## config.mk

```make
export PLATFORM = sky130hd
export DESIGN_NAME = netcfg_regs
export DESIGN_NICKNAME = d
export VERILOG_FILES = /design/src/netcfg_pkg.sv /design/src/buf_alloc.sv /design/src/netcfg_regs.sv
export SDC_FILE = /design/constraint.sdc
export NUM_CORES = 1
export LEC_CHECK = 0
export ABC_CLOCK_PERIOD_IN_PS = 9800
export BUFFER_PORTS_ARGS = -buffer_cell sky130_fd_sc_hd__buf_2
export CAP_MARGIN = 0
export CORE_MARGIN = 3
export CORE_UTILIZATION = 46
export CTS_BUF_LIST = sky130_fd_sc_hd__clkbuf_8 sky130_fd_sc_hd__clkbuf_16
export CTS_CLUSTER_SIZE = 10
export DETAILED_ROUTE_END_ITERATION = 8
export HOLD_SLACK_MARGIN = 0.03
export PLACE_DENSITY = 0.64
export SYNTH_ARGS = -nofsm -noshare
export SYNTH_HDL_FRONTEND = slang
export SYNTH_SLANG_ARGS = --single-unit
export TNS_END_PERCENT = 10
```

## constraint.sdc

```tcl
create_clock -name sys_clk_i -period 9.8 [get_ports sys_clk_i]
set_clock_uncertainty 0.15 [all_clocks]
set_input_delay 2.45 -clock sys_clk_i [delete_from_list [all_inputs] [get_ports sys_clk_i]]
set_output_delay 2.45 -clock sys_clk_i [all_outputs]
set_load 0.01 [all_outputs]
```

## src/netcfg_pkg.sv

```systemverilog
// constants and carrier types for the common configuration register bank
// assumes a single 100 MHz device clock and a byte-wide host register port
package netcfg_pkg;

  ////////////////////////////////////////////////////////////////////////////
  // register byte offsets, multi-byte values stored most significant first
  localparam logic [15:0] SIP_OFS = 16'h000F;
  localparam logic [15:0] CAUSE_OFS = 16'h0015;
  localparam logic [15:0] MASK_OFS = 16'h0016;
  localparam logic [15:0] RETRY_TMO_OFS = 16'h0017;
  localparam logic [15:0] RETRY_LIM_OFS = 16'h0019;
  localparam logic [15:0] RXSZ_OFS = 16'h001A;
  localparam logic [15:0] TXSZ_OFS = 16'h001B;
  localparam logic [15:0] AUTH_OFS = 16'h001C;
  localparam logic [15:0] PTMR_OFS = 16'h0028;
  localparam logic [15:0] PMAG_OFS = 16'h0029;
  localparam logic [15:0] UIP_OFS = 16'h002A;
  localparam logic [15:0] UNR_PORT_OFS = 16'h002E;

  ////////////////////////////////////////////////////////////////////////////
  // interrupt cause field positions
  localparam int CONFLICT_BIT = 7;
  localparam int UNREACHABLE_BIT = 6;
  localparam int PPP_CLOSE_BIT = 5;
  localparam int RSVD_CAUSE_BIT = 4;
  localparam logic [7:0] STICKY_MASK = 8'hE0;
  localparam int NUM_SOCK = 4;

  ////////////////////////////////////////////////////////////////////////////
  // reset values
  localparam logic [31:0] SIP_RST = 32'h0000_0000;
  localparam logic [7:0] CAUSE_RST = 8'h00;
  localparam logic [7:0] MASK_RST = 8'h00;
  localparam logic [15:0] RETRY_TMO_RST = 16'h07D0;
  localparam logic [7:0] RETRY_LIM_RST = 8'h08;
  localparam logic [7:0] BUFSZ_RST = 8'h55;
  localparam logic [15:0] AUTH_RST = 16'h0000;
  localparam logic [7:0] PTMR_RST = 8'h28;
  localparam logic [7:0] PMAG_RST = 8'h00;
  localparam logic [15:0] AUTH_PAP = 16'hC023;
  localparam logic [15:0] AUTH_CHAP = 16'hC223;
  localparam logic [4:0] POOL_KB = 5'h08;

  ////////////////////////////////////////////////////////////////////////////
  // timing
  localparam int CLK_PERIOD_NS = 10;
  localparam int RETRY_UNIT_NS = 100000;
  localparam int LCP_UNIT_NS = 25000000;
  localparam int RETRY_UNIT_CYC = RETRY_UNIT_NS / CLK_PERIOD_NS;
  localparam int LCP_UNIT_CYC = LCP_UNIT_NS / CLK_PERIOD_NS;

  ////////////////////////////////////////////////////////////////////////////
  // carriers
  typedef struct packed {
    logic wr;
    logic rd;
    logic [15:0] addr;
    logic [7:0] wdata;
  } host_req_t;

  typedef struct packed {
    logic conflict;
    logic unreachable;
    logic [31:0] unreachable_ip;
    logic [15:0] unreachable_port;
    logic ppp_closed;
    logic auth_valid;
    logic [15:0] auth_type;
  } engine_evt_t;

  typedef logic [NUM_SOCK-1:0][7:0] sock_intr_t;
  typedef logic [NUM_SOCK-1:0][3:0] alloc_kb_t;

endpackage

```

## src/buf_alloc.sv

```systemverilog
// ordered buffer allocator for one direction (rx or tx)
// assumes the size register comes from a flip-flop on the same clock
`timescale 1ns/1ps
module buf_alloc (
  input wire logic [7:0] size_code_i,
  output netcfg_pkg::alloc_kb_t alloc_kb_o
);

  function automatic logic [4:0] code_kb(input logic [1:0] code);
    code_kb = 5'(5'h01 << code);
  endfunction

  logic [4:0] used;
  logic [4:0] req;

  always_comb begin
    used = 5'h00;
    req = 5'h00;
    alloc_kb_o = '0;
    for (int i = 0; i < netcfg_pkg::NUM_SOCK; i++) begin
      req = code_kb(size_code_i[2*i +: 2]);
      if (5'(used + req) <= netcfg_pkg::POOL_KB && used <= netcfg_pkg::POOL_KB) begin
        alloc_kb_o[i] = req[3:0];
        used = 5'(used + req);
      end else begin
        // no room left: socket gets nothing and must stay unused
        alloc_kb_o[i] = 4'h0;
        used = 5'h10;
      end
    end
  end

endmodule

```

## src/netcfg_regs.sv

```systemverilog
// common configuration and status register bank with interrupt cause logic
// assumes host port, engine events and socket registers share sys_clk_i
`timescale 1ns/1ps

// Operation
// - arp request with own ip sets conflict
// - sticky cause bits clear on written one
// - unreachable captures ip, port, sets bit6
// - pppoe session close sets bit5
// - interrupt low while any enabled cause
// - mask bit gates matching cause bit
// - retransmit when peer silent or late
// - retries beyond limit raise socket timeout
// - rx size two bits per socket
// - ordered allocation from 8KB pool
// - tx size same encoding, reset 0x55
// - auth type reports pap or chap
// - lcp echo every interval times 25ms
// - magic number register used in lcp
// - multi-byte values most significant first
// - ppp logic active only when enabled
module netcfg_regs #(
  parameter int unsigned RETRY_UNIT_CYC = netcfg_pkg::RETRY_UNIT_CYC,
  parameter int unsigned LCP_UNIT_CYC = netcfg_pkg::LCP_UNIT_CYC
) (
  input wire logic sys_clk_i,
  input wire logic nrst_i,
  input wire logic sw_rst_i,
  input wire logic pppoe_enable_i,
  input wire netcfg_pkg::host_req_t host_req_i,
  output logic [7:0] host_rdata_o,
  input wire netcfg_pkg::engine_evt_t evt_i,
  input wire netcfg_pkg::sock_intr_t socket_intr_i,
  input wire logic retx_arm_i,
  input wire logic [1:0] retx_sock_i,
  input wire logic retx_ack_i,
  output logic int_n_o,
  output logic [31:0] source_ip_o,
  output logic retransmit_o,
  output logic retx_timeout_o,
  output logic [1:0] timeout_sock_o,
  output logic lcp_echo_req_o,
  output logic [7:0] lcp_magic_o,
  output netcfg_pkg::alloc_kb_t rx_alloc_kb_o,
  output netcfg_pkg::alloc_kb_t tx_alloc_kb_o
);

  ////////////////////////////////////////////////////////////////////////////
  // state

  typedef enum logic [1:0] {
    RT_IDLE = 2'b00,
    RT_WAIT = 2'b01,
    RT_EXPIRE = 2'b11
  } retx_state_t;

  typedef struct packed {
    logic [31:0] sip;
    logic [7:0] cause;
    logic [7:0] mask;
    logic [15:0] retry_tmo;
    logic [7:0] retry_lim;
    logic [7:0] rxsz;
    logic [7:0] txsz;
    logic [15:0] auth_type;
    logic [7:0] ptmr;
    logic [7:0] pmag;
    logic [31:0] uip;
    logic [15:0] unr_port;
    logic [7:0] rdata;
    logic int_n;
    retx_state_t rt_state;
    logic [1:0] rt_sock;
    logic [15:0] rt_pre;
    logic [15:0] rt_units;
    logic [7:0] rt_tries;
    logic retx;
    logic tmo;
    logic [23:0] lcp_pre;
    logic [7:0] lcp_units;
    logic lcp_req;
  } state_t;

  localparam state_t STATE_RST = '{
    sip: netcfg_pkg::SIP_RST, cause: netcfg_pkg::CAUSE_RST, mask: netcfg_pkg::MASK_RST,
    retry_tmo: netcfg_pkg::RETRY_TMO_RST, retry_lim: netcfg_pkg::RETRY_LIM_RST,
    rxsz: netcfg_pkg::BUFSZ_RST, txsz: netcfg_pkg::BUFSZ_RST, auth_type: netcfg_pkg::AUTH_RST,
    ptmr: netcfg_pkg::PTMR_RST, pmag: netcfg_pkg::PMAG_RST, uip: 32'h0000_0000,
    unr_port: 16'h0000, rdata: 8'h00,
    int_n: 1'b1, rt_state: RT_IDLE, rt_sock: 2'h0, rt_pre: 16'h0000,
    rt_units: 16'h0000, rt_tries: 8'h00, retx: 1'b0, tmo: 1'b0,
    lcp_pre: 24'h00_0000, lcp_units: 8'h00, lcp_req: 1'b0
  };

  // prescalers are 16 and 24 bits wide, so the unit counts must fit them
  localparam logic [15:0] RT_PRE_LAST = 16'(RETRY_UNIT_CYC - 1);
  localparam logic [23:0] LCP_PRE_LAST = 24'(LCP_UNIT_CYC - 1);

  state_t st_ff;
  state_t nxt_st;
  logic [1:0] rst_sync_ff;
  logic rst_n;
  logic [7:0] cause_vec;
  logic [7:0] set_vec;
  logic [7:0] clr_vec;
  logic [3:0] sock_pend;

  ////////////////////////////////////////////////////////////////////////////
  // reset release

  always_ff @(posedge sys_clk_i or negedge nrst_i) begin
    if (!nrst_i) begin
      rst_sync_ff <= 2'b00;
    end else begin
      rst_sync_ff <= {rst_sync_ff[0], 1'b1};
    end
  end

  assign rst_n = rst_sync_ff[1];

  ////////////////////////////////////////////////////////////////////////////
  // interrupt cause view

  always_comb begin
    for (int i = 0; i < netcfg_pkg::NUM_SOCK; i++) begin
      sock_pend[i] = |socket_intr_i[i];
    end
    cause_vec = {st_ff.cause[7:5], 1'b0, sock_pend};
    set_vec = 8'h00;
    set_vec[netcfg_pkg::CONFLICT_BIT] = evt_i.conflict;
    set_vec[netcfg_pkg::UNREACHABLE_BIT] = evt_i.unreachable;
    set_vec[netcfg_pkg::PPP_CLOSE_BIT] = evt_i.ppp_closed & pppoe_enable_i;
    clr_vec = 8'h00;
    if (host_req_i.wr && host_req_i.addr == netcfg_pkg::CAUSE_OFS) begin
      clr_vec = host_req_i.wdata & netcfg_pkg::STICKY_MASK;
    end
  end

  ////////////////////////////////////////////////////////////////////////////
  // next state

  always_comb begin
    nxt_st = st_ff;
    nxt_st.retx = 1'b0;
    nxt_st.tmo = 1'b0;
    nxt_st.lcp_req = 1'b0;

    nxt_st.cause = ((st_ff.cause & ~clr_vec) | set_vec) & netcfg_pkg::STICKY_MASK;

    if (evt_i.unreachable) begin
      nxt_st.uip = evt_i.unreachable_ip;
      nxt_st.unr_port = evt_i.unreachable_port;
    end
    if (evt_i.auth_valid && pppoe_enable_i) begin
      nxt_st.auth_type = evt_i.auth_type;
    end

    // byte lanes, high byte at lowest offset
    if (host_req_i.wr) begin
      for (int k = 0; k < 4; k++) begin
        if (host_req_i.addr == 16'(netcfg_pkg::SIP_OFS + 16'(k))) begin
          nxt_st.sip[8*(3-k) +: 8] = host_req_i.wdata;
        end
      end
      for (int k = 0; k < 2; k++) begin
        if (host_req_i.addr == 16'(netcfg_pkg::RETRY_TMO_OFS + 16'(k))) begin
          nxt_st.retry_tmo[8*(1-k) +: 8] = host_req_i.wdata;
        end
      end
      case (host_req_i.addr)
        // bit4 is stored as written; the host keeps it zero
        netcfg_pkg::MASK_OFS: nxt_st.mask = host_req_i.wdata;
        netcfg_pkg::RETRY_LIM_OFS: nxt_st.retry_lim = host_req_i.wdata;
        netcfg_pkg::RXSZ_OFS: nxt_st.rxsz = host_req_i.wdata;
        netcfg_pkg::TXSZ_OFS: nxt_st.txsz = host_req_i.wdata;
        netcfg_pkg::PTMR_OFS: nxt_st.ptmr = host_req_i.wdata;
        netcfg_pkg::PMAG_OFS: nxt_st.pmag = host_req_i.wdata;
        default: nxt_st.rdata = st_ff.rdata;
      endcase
    end

    if (host_req_i.rd) begin
      nxt_st.rdata = 8'h00;
      for (int k = 0; k < 4; k++) begin
        if (host_req_i.addr == 16'(netcfg_pkg::SIP_OFS + 16'(k))) begin
          nxt_st.rdata = st_ff.sip[8*(3-k) +: 8];
        end
        if (host_req_i.addr == 16'(netcfg_pkg::UIP_OFS + 16'(k))) begin
          nxt_st.rdata = st_ff.uip[8*(3-k) +: 8];
        end
      end
      for (int k = 0; k < 2; k++) begin
        if (host_req_i.addr == 16'(netcfg_pkg::RETRY_TMO_OFS + 16'(k))) begin
          nxt_st.rdata = st_ff.retry_tmo[8*(1-k) +: 8];
        end
        if (host_req_i.addr == 16'(netcfg_pkg::AUTH_OFS + 16'(k))) begin
          nxt_st.rdata = st_ff.auth_type[8*(1-k) +: 8];
        end
        if (host_req_i.addr == 16'(netcfg_pkg::UNR_PORT_OFS + 16'(k))) begin
          nxt_st.rdata = st_ff.unr_port[8*(1-k) +: 8];
        end
      end
      case (host_req_i.addr)
        netcfg_pkg::CAUSE_OFS: nxt_st.rdata = cause_vec;
        netcfg_pkg::MASK_OFS: nxt_st.rdata = st_ff.mask;
        netcfg_pkg::RETRY_LIM_OFS: nxt_st.rdata = st_ff.retry_lim;
        netcfg_pkg::RXSZ_OFS: nxt_st.rdata = st_ff.rxsz;
        netcfg_pkg::TXSZ_OFS: nxt_st.rdata = st_ff.txsz;
        netcfg_pkg::PTMR_OFS: nxt_st.rdata = st_ff.ptmr;
        netcfg_pkg::PMAG_OFS: nxt_st.rdata = st_ff.pmag;
        default: nxt_st.rdata = nxt_st.rdata;
      endcase
    end

    nxt_st.int_n = ~|(cause_vec & st_ff.mask);

    case (st_ff.rt_state)
      RT_IDLE: begin
        nxt_st.rt_pre = 16'h0000;
        nxt_st.rt_units = 16'h0000;
      end
      RT_WAIT: begin
        if (st_ff.rt_pre == RT_PRE_LAST) begin
          nxt_st.rt_pre = 16'h0000;
          nxt_st.rt_units = 16'(st_ff.rt_units + 16'h0001);
          // a zero period is treated as a single unit
          if (16'(st_ff.rt_units + 16'h0001) >= st_ff.retry_tmo) begin
            nxt_st.rt_state = RT_EXPIRE;
          end
        end else begin
          nxt_st.rt_pre = 16'(st_ff.rt_pre + 16'h0001);
        end
      end
      RT_EXPIRE: begin
        nxt_st.rt_pre = 16'h0000;
        nxt_st.rt_units = 16'h0000;
        if (st_ff.rt_tries >= st_ff.retry_lim) begin
          nxt_st.tmo = 1'b1;
          nxt_st.rt_state = RT_IDLE;
        end else begin
          nxt_st.retx = 1'b1;
          nxt_st.rt_tries = 8'(st_ff.rt_tries + 8'h01);
          nxt_st.rt_state = RT_WAIT;
        end
      end
      default: nxt_st.rt_state = RT_IDLE;
    endcase
    // a fresh command restarts the wait; an answer ends it
    if (retx_arm_i) begin
      nxt_st.rt_state = RT_WAIT;
      nxt_st.rt_sock = retx_sock_i;
      nxt_st.rt_pre = 16'h0000;
      nxt_st.rt_units = 16'h0000;
      nxt_st.rt_tries = 8'h00;
    end else if (retx_ack_i) begin
      nxt_st.rt_state = RT_IDLE;
    end

    // echo timer runs only in pppoe mode
    if (!pppoe_enable_i || st_ff.ptmr == 8'h00) begin
      nxt_st.lcp_pre = 24'h00_0000;
      nxt_st.lcp_units = 8'h00;
    end else if (st_ff.lcp_pre == LCP_PRE_LAST) begin
      nxt_st.lcp_pre = 24'h00_0000;
      if (8'(st_ff.lcp_units + 8'h01) >= st_ff.ptmr) begin
        nxt_st.lcp_units = 8'h00;
        nxt_st.lcp_req = 1'b1;
      end else begin
        nxt_st.lcp_units = 8'(st_ff.lcp_units + 8'h01);
      end
    end else begin
      nxt_st.lcp_pre = 24'(st_ff.lcp_pre + 24'h00_0001);
    end

    if (sw_rst_i) begin
      nxt_st = STATE_RST;
    end
  end

  always_ff @(posedge sys_clk_i or negedge rst_n) begin
    if (!rst_n) begin
      st_ff <= STATE_RST;
    end else begin
      st_ff <= nxt_st;
    end
  end

  ////////////////////////////////////////////////////////////////////////////
  // outputs

  assign host_rdata_o = st_ff.rdata;
  assign int_n_o = st_ff.int_n;
  assign source_ip_o = st_ff.sip;
  assign retransmit_o = st_ff.retx;
  assign retx_timeout_o = st_ff.tmo;
  assign timeout_sock_o = st_ff.rt_sock;
  assign lcp_echo_req_o = st_ff.lcp_req;
  assign lcp_magic_o = st_ff.pmag;

  buf_alloc u_rx_alloc (
    .size_code_i(st_ff.rxsz),
    .alloc_kb_o(rx_alloc_kb_o)
  );

  buf_alloc u_tx_alloc (
    .size_code_i(st_ff.txsz),
    .alloc_kb_o(tx_alloc_kb_o)
  );

  ////////////////////////////////////////////////////////////////////////////
  // checks

  conflict_set_a: assert property (
    @(posedge sys_clk_i) disable iff (!rst_n)
    evt_i.conflict && !sw_rst_i |=> st_ff.cause[netcfg_pkg::CONFLICT_BIT] ##1 !int_n_o
      || !st_ff.mask[netcfg_pkg::CONFLICT_BIT])
    else $error("conflict event did not set its cause bit");

  sticky_hold_a: assert property (
    @(posedge sys_clk_i) disable iff (!rst_n)
    st_ff.cause[netcfg_pkg::UNREACHABLE_BIT] && !sw_rst_i
      && !(host_req_i.wr && host_req_i.addr == netcfg_pkg::CAUSE_OFS)
      |=> st_ff.cause[netcfg_pkg::UNREACHABLE_BIT])
    else $error("sticky cause bit cleared without a host write");

  unreachable_capture_a: assert property (
    @(posedge sys_clk_i) disable iff (!rst_n)
    evt_i.unreachable && !sw_rst_i |=> st_ff.uip == $past(evt_i.unreachable_ip)
      && st_ff.unr_port == $past(evt_i.unreachable_port)
      && st_ff.cause[netcfg_pkg::UNREACHABLE_BIT])
    else $error("unreachable address not captured");

  ppp_gate_a: assert property (
    @(posedge sys_clk_i) disable iff (!rst_n)
    !pppoe_enable_i && !st_ff.cause[netcfg_pkg::PPP_CLOSE_BIT]
      |=> !st_ff.cause[netcfg_pkg::PPP_CLOSE_BIT] && !lcp_echo_req_o)
    else $error("ppp activity while pppoe mode is off");

  socket_pend_a: assert property (
    @(posedge sys_clk_i) disable iff (!rst_n)
    socket_intr_i[0] != 8'h00 && st_ff.mask[0] && !sw_rst_i |=> !int_n_o)
    else $error("socket pending interrupt not signalled");

  int_release_a: assert property (
    @(posedge sys_clk_i) disable iff (!rst_n)
    1'b1 |=> int_n_o == ($past(sw_rst_i) || $past(cause_vec & st_ff.mask) == 8'h00))
    else $error("interrupt pin disagrees with enabled causes");

  mask_gate_a: assert property (
    @(posedge sys_clk_i) disable iff (!rst_n)
    st_ff.mask == 8'h00 && !(host_req_i.wr && host_req_i.addr == netcfg_pkg::MASK_OFS)
      |=> int_n_o)
    else $error("interrupt raised with every mask bit clear");

  set_wins_a: assert property (
    @(posedge sys_clk_i) disable iff (!rst_n)
    evt_i.conflict && !sw_rst_i && host_req_i.wr && host_req_i.addr == netcfg_pkg::CAUSE_OFS
      |=> st_ff.cause[netcfg_pkg::CONFLICT_BIT])
    else $error("clear beat a same-cycle set");

  rsvd_read_a: assert property (
    @(posedge sys_clk_i) disable iff (!rst_n)
    host_req_i.rd && host_req_i.addr == netcfg_pkg::CAUSE_OFS
      |=> !host_rdata_o[netcfg_pkg::RSVD_CAUSE_BIT])
    else $error("reserved cause bit read as one");

  soft_defaults_a: assert property (
    @(posedge sys_clk_i) disable iff (!rst_n)
    sw_rst_i |=> st_ff.retry_tmo == 16'h07D0 && st_ff.retry_lim == 8'h08 && st_ff.rxsz == 8'h55
      && st_ff.txsz == 8'h55 && st_ff.ptmr == 8'h28)
    else $error("soft reset left a non-default value");

  msb_first_a: assert property (
    @(posedge sys_clk_i) disable iff (!rst_n)
    host_req_i.rd && host_req_i.addr == netcfg_pkg::RETRY_TMO_OFS && !sw_rst_i
      |=> host_rdata_o == $past(st_ff.retry_tmo[15:8]))
    else $error("timeout high byte not at lowest offset");

  retry_limit_a: assert property (
    @(posedge sys_clk_i) disable iff (!rst_n)
    retx_timeout_o |-> $past(st_ff.rt_state == RT_EXPIRE && st_ff.rt_tries >= st_ff.retry_lim))
    else $error("timeout raised before retries ran out");

  retx_space_a: assert property (
    @(posedge sys_clk_i) disable iff (!rst_n)
    retransmit_o |-> $past(st_ff.rt_state == RT_EXPIRE) ##1 !retransmit_o)
    else $error("retransmit pulses back to back");

  auth_latch_a: assert property (
    @(posedge sys_clk_i) disable iff (!rst_n)
    evt_i.auth_valid && pppoe_enable_i && !sw_rst_i |=> st_ff.auth_type == $past(evt_i.auth_type))
    else $error("auth type not latched");

  echo_pulse_a: assert property (
    @(posedge sys_clk_i) disable iff (!rst_n)
    lcp_echo_req_o |-> st_ff.lcp_units == 8'h00 && st_ff.lcp_pre == 24'h00_0000)
    else $error("echo request off its interval");

endmodule

```

==> reports/qor.yml, run 1 <==
power_and_ir_drop:
  power_switching_share_pct: 24.33
  irDropWorstVdd_v: 0.0001119
  pwr-share-comb_pct: 6.5
  p_leak_nw: 8.130
  pwr_density_cell_mw_per_mm2: 134.8
  power_frac_clock_pct: 47.4
  p_sw_w: 0.0005718
  seq_power_share_pct: 46.0
  p_int_w: 0.001779
placement:
  dp_hpwl_mm: 34.09
  dpl_cell_area_mm2: 0.01644
  port_buffers: 219
  place_congestion: 0.9553
sta:
  fmax_mhz: 115.4
  rsz0062_at_grt: "no"
  fin_crit_ns: 8.667
  worst_slew_pin_slew_ns: 1.175
  period_share_pct: 88.44
  drv_slew: 0
  relSlewSlack_pct: 21.68
  setup_viol: 0
  final-hold-violation-count: 0
  tns_ns: 0
routing:
  avgViaCountPerCell: 5.881
  drt_iter0_markers: 1185
  finalWirelength_mm: 47.29
  ant_nets: 0
  dr.pass1.iters: 8
  vias: 14030
  drc: 0
  avgRoutedWirePerCell_um: 19.83
yosys:
  synth_seq_area_share_pct: 41.31
  ys_ff_latch: 253
  yosysUniqueCellTypes: 79
  synth_top_cells_by_count: "nand2_1 (269), dfrtp_1 (235), nor2_1 (187), a21oi_1 (135), nand3_1 (103)"
  netlist_area_mm2: 0.01538
  syn_avg_cell_area_um2: 8.606
  syn_nets: 1991
  synth_area_leaders: "dfrtp_1 (38%), nand2_1 (6.6%), ha_1 (5.2%)"
  async_flop_share_pct: 100.0
  synth.most_common_cell: "nand2_1"
  syn_inst: 1787
  synth_edf_count: 0
  yosysTopAreaCellShare_pct: 38.24
  synth_area_leader_cell: "dfrtp_1"
  ys.warnings.count: 0
  synth-main-ff-cell: "dfrtp_1"
global_route:
  grt_util_all_layers_pct: 25.73
  use_met1_pct: 38.09
  met2_usage_pct: 38.79
  gr-max-usage-layer: "met2"
  antenna_found_initial: 1
  use_met3_pct: 5.184
  grt_pass1_vias: 13330
  grt_pass1_wl_mm: 74.33
  overflow: 0
  grt_max_degree: 94
flow_run:
  drv_cap: 0
clock_tree:
  cts_resized: 0
  clkSinkCount: 253
  hold_buffers: 0
  clkLatencyLatePin_ns: 0.56
  htree_levels: 1
  root_buffer: "clkbuf_16"
  cts_buffers: 31
  cts.clk_slew.worst_paths_ns: 0.05
  post_cts_buffers: 0
  cts_max_path_buffers: 3
  cts_tree: "built"
hold_path:
  hold_start: "rst_sync_ff[0]"
  hp-class: "reg -> reg"
final_layout:
  layout-drive-gt1-share_pct: 16.79
  area_growth_syn_to_layout_pct: 13.36
  nFillCells: 3124
  nets: 2122
  postLayoutCellArea_mm2: 0.01743
floorplanning:
  die_area_mm2: 0.03566
  die_x_um: 188.9
  ioPinCount: 220
  core_area_mm2: 0.03278
  initial_utilization_pct: 46.91
  die_h_um: 188.9
  rows: 66
critical_path:
  worstSetupEndpointType: "primary output"
  rr_endpoint: "st_ff[77]"
  cp-endpoint: "rx_alloc_kb_o[13]"
  cp-startpoint: "st_ff[177]"
  critPathLaunchType: "register"
  rrSetupSlack_ns: 6.06
  rr_startpoint: "st_ff[43]"
  critPathArrivalTime_ns: 6.07
  rr_worst_depth: 12
  crit_type: "reg -> out"
  crit_required_ns: 7.20
  critPathMaxFanout: 9
status:
  outcome: "complete, no violations"
## power by group through the flow
stage / combinational, W / clock [W] / sequential (W)
2_1_floorplan: 0.0000779 / 0 / 0.00110
3_3_place_gp: 0.000150 / 0 / 0.00110
3_5_place_dp: 0.000152 / 0 / 0.00110
4_1_cts: 0.000152 / 0.00113 / 0.00108
5_1_grt: 0.000168 / 0.00118 / 0.00108
6_report: 0.000153 / 0.00111 / 0.00108
## placed cells by master, fill, tap and decap left out, types with 7 or more instances in the layout
master     instances
and3_1            30
a21o_1            13
nand2_1          269
a21oi_1          135
dfstp_2           18
clkbuf_16         31
and2_1            17
a222oi_1          13
o21ai_0           44
a31oi_1            9
a211oi_1           8
nand4_1           20
buf_2            218
ha_1              64
o22ai_1           18
buf_4             16
nor2b_1           24
nand2b_1          19
nand3b_1          15
nor4_1            27
dfrtp_1          234
a22oi_1           22
xnor2_1           26
inv_1             88
a221oi_1           9
or4_1              7
nand3_1          103
xor2_1            37
mux2i_1           52
nor2_1           187
nor3_1            39
## layout make-up
type / instances / area [um^2] / area share, %
Antenna cell: 1 / 2.502 / 0.01435
Tap cell: 442 / 553.0 / 3.172
Multi-Input combinational cell: 1326 / 8043 / 46.13
Clock inverter: 23 / 172.7 / 0.9904
Sequential cell: 253 / 6357 / 36.46
Clock buffer: 34 / 817.0 / 4.686
Timing Repair Buffer: 235 / 1222 / 7.012
Inverter: 71 / 266.5 / 1.529
## layer usage
layer	share of wire (%)	vias to the layer above
met1	45	6846
met4	2.1	0
li1	-	6520
met3	8.6	66
met5	0	-
met2	44	595
## worst min-delay path by stage
stage	to	cells after the start
finish	rst_sync_ff[1]	0
global route	rst_sync_ff[1]	0
CTS	rst_sync_ff[1]	0
detailed placement	rst_sync_ff[1]	0
global placement	rst_sync_ff[1]	0
floorplan	rst_sync_ff[1]	0
## metrics by stage
stage	hold slack (ns)	utilization [%]	power, W	instances	setup slack [ns]
global route	0.2063	53.18	0.002428	2385	0.7064
CTS	0.2018	53.17	0.002368	2384	1.101
floorplan	0.1812	-	0.001181	1787	2.073
detailed placement	0.1934	50.15	0.001252	2327	1.693
global placement	0.1856	50.15	0.001250	2327	1.926
finish	0.1974	53.18	0.002351	2385	1.133
## sequential cells by signal, summed over array words and instances (netlist names)
signal	count
rst_sync_ff	2
lcp_echo_req_o	1
source_ip_o	32
lcp_magic_o	8
timeout_sock_o	2
host_rdata_o	8
retransmit_o	1
int_n_o	1
retx_timeout_o	1
cause_vec	3
st_ff	194
## logic make-up (layout without fill, tap and decap cells)
kind of cell,count (synthesis),in the layout,share of synthesized area [%]
AOI/OAI and AO/OA,331,331,13.85
DFF,253,253,41.31
xor gates and xnor gates,63,63,3.588
muxes,52,52,3.384
and+or+nand+nor,809,809,25.46
other,1,2,0.02438
buffers and inverters,208,363,6.394
adders and majority gates,70,70,5.988
## worst max-delay path, cell delays in order, from the launching register on
cell and delay (ns):
dfrtp_1 0.43, nor2_1 0.19, ha_1 0.20, inv_1 0.06, fa_1 0.40, xor2_1 0.22, nand3_1 0.14, a21o_2 0.28
nor2_1 0.11, ha_1 0.17, inv_1 0.05, fa_1 0.41, xor2_1 0.20, a31oi_1 0.13, or4b_4 0.59, nor2_1 0.21
ha_1 0.27, a21o_1 0.16, a21oi_1 0.21, xor2_1 0.18, nor2_1 0.07, or4_4 0.50, nor3b_1 0.19, buf_2 0.16
Power figures use the tool's default switching activity.
==> run 2: changes to the inputs <==
PLACE_DENSITY = default   (was 0.64)
PLACE_DENSITY_LB_ADDON = 0.3   (was default)
==> run 2 against run 1 <==
Net effect:
- global-route usage fell by 0.14 points
- sequential power about the same
- total power decreased by 6.0%
- critical path depth did not move
- setup slack worse by 0.085 ns
==> reports/qor.yml, run 2 (same netlist as run 1, synthesis figures left out) <==
placement:
  dp_slack_ns: 1.653
  dp_hpwl_mm: 34.02
  port_buffers: 219
  place_congestion: 0.9465
hold_path:
  hp-class: "reg -> async"
global_route:
  antenna_found_initial: 1
  grt_pass1_wl_mm: 74.08
  grt_pass1_vias: 13350
  grt_util_all_layers_pct: 25.59
  grt_max_degree: 94
  overflow: 0
floorplanning:
  die_area_mm2: 0.03566
  die_h_um: 188.9
  core_area_mm2: 0.03278
  ioPinCount: 220
  rows: 66
  die_x_um: 188.9
  initial_utilization_pct: 46.91
final_layout:
  layout-drive-gt1-share_pct: 16.35
  layout_commonest_cell: "nand2_1"
  nets: 2120
  largest_reg_flops: 194
  regMostFlops: "st_ff"
  layout_common_cells: "nand2_1 (269), dfrtp_1 (234), buf_2 (218), nor2_1 (187), a21oi_1 (135)"
  area_growth_syn_to_layout_pct: 12.41
clock_tree:
  post_cts_buffers: 0
  cts_resized: 0
  cts_buffers: 29
  cts_max_path_buffers: 3
  htree_levels: 1
  hold_buffers: 0
  cts.clk_slew.worst_paths_ns: 0.06
  cts_tree: "built"
  clkLatencyLatePin_ns: 0.58
  clkSinkCount: 253
  root_buffer: "clkbuf_16"
routing:
  vias: 13980
  avgViaCountPerCell: 5.869
  avgRoutedWirePerCell_um: 19.77
  ant_nets: 0
  drc: 0
  finalWirelength_mm: 47.09
  dr.pass1.iters: 7
  drt_iter0_markers: 1372
critical_path:
  critPathArrivalTime_ns: 6.15
  path_cells: "nor2_1 -> ha_1 -> inv_1 -> fa_1 -> xor2_1 -> nand3_1 -> a21o_1 -> nor2_1 -> ha_1 -> inv_1 -> fa_1 -> xor2_1 -> a31oi_1 -> or4b_1 -> nor2_1 -> ha_1 -> a21o_1 -> a21oi_1 -> xor2_1 -> nor2_1 -> or4_4 -> nor3b_2 -> buf_2"
  cp_top_family: "simple AND/OR/NAND/NOR gates"
  rr_startpoint: "st_ff[43]"
  crit_required_ns: 7.20
  worstSetupEndpointType: "primary output"
  critPathLaunchType: "register"
  cp-startpoint: "st_ff[169]"
  crit_type: "reg -> out"
  slowest_delay_ns: 0.66
  worst_path_most_repeated_cell: "nor2_1"
  critical_path_buf_inv_count: 3
  cpMaxStageDelayCell: "or4b_1"
  critPathMaxFanout: 9
power_and_ir_drop:
  power_switching_share_pct: 25.30
  p_leak_nw: 8.078
  pwr_density_cell_mw_per_mm2: 127.8
  p_int_w: 0.001651
  power_frac_clock_pct: 44.1
  seq_power_share_pct: 49.0
  irDropWorstVdd_v: 0.0001238
  pwr-share-comb_pct: 6.9
  p_sw_w: 0.0005590
sta:
  fmax_mhz: 114.3
  worst_slew_pin_slew_ns: 1.239
  rsz0062_at_grt: "no"
  period_share_pct: 89.31
  worst_slack_ns: 1.048
  final-hold-violation-count: 0
  relSlewSlack_pct: 16.62
  tns_ns: 0
  drv_slew: 0
  fin_crit_ns: 8.752
  setup_viol: 0
flow_run:
  drv_cap: 0
status:
  outcome: "complete, no violations"
run 2: changes by cell type in the layout (fill, tap and decap cells not counted), sizes merged:
cell | previous run | this run
clkinv | 2 | 0
clkbuf | 34 | 31
inv | 89 | 95
buf | 235 | 234
bufinv | 3 | 0
run 2: cell type report:
class	instances	area, um^2
Inverter	71	266.5
Timing Repair Buffer	235	1220
Clock inverter	24	106.4
Antenna cell	1	2.502
Multi-Input combinational cell	1326	8043
Tap cell	442	553.0
Clock buffer	30	739.5
Fill cell	3073	15500
Sequential cell	253	6357
run 2: metal layers:
metal	global-route usage, %	share of wire, %	vias up
met5	0	0	-
met4	5.958	2.2	0
met3	6.240	10	66
met2	39.19	44	662
met1	36.85	43	6744
li1	-	-	6507
run 2: path summary, 6_finish.rpt:
kind	endpoint	slack, ns	depth (start not counted)
worst min-delay path	host_rdata_o[4]	0.19	0
worst min register to register	host_rdata_o[4]	0.19	0
worst max register to register	st_ff[77]	6.08	12
min in group sys_clk_i	rst_sync_ff[1]	0.20	0
worst max-delay path	tx_alloc_kb_o[13]	1.05	23
max in group asynchronous	st_ff[181]	7.04	2
run 2: power groups by stage:
stage | registers (W) | clock network [W] | logic [W]
3_3_place_gp | 0.00110 | 0 | 0.000150
2_1_floorplan | 0.00110 | 0 | 0.0000779
5_1_grt | 0.00108 | 0.00103 | 0.000167
4_1_cts | 0.00108 | 0.000989 | 0.000152
3_5_place_dp | 0.00110 | 0 | 0.000151
6_report | 0.00108 | 0.000975 | 0.000152
run 2: through the flow:
step | instances | hold slack, ns | utilization [%] | power [W] | instance area, um^2
after floorplan | 1787 | 0.1812 | - | 0.001181 | 15380
after CTS | 2380 | 0.2012 | 52.71 | 0.002222 | 17280
after global routing | 2382 | 0.2042 | 52.73 | 0.002284 | 17290
final | 2382 | 0.1923 | 52.73 | 0.002210 | 17290
after global placement | 2326 | 0.1865 | 50.13 | 0.001249 | 16430
after detailed placement | 2326 | 0.1881 | 50.13 | 0.001251 | 16430
run 2: worst register-to-register path: cells and delay by family (launching register included):
kind / cells / cell delay, ns
flops: 1 / 0.43
simple gates: 3 / 0.99
fa+ha+maj: 2 / 0.51
compound gates: 6 / 1.18
xor+xnor: 1 / 0.29
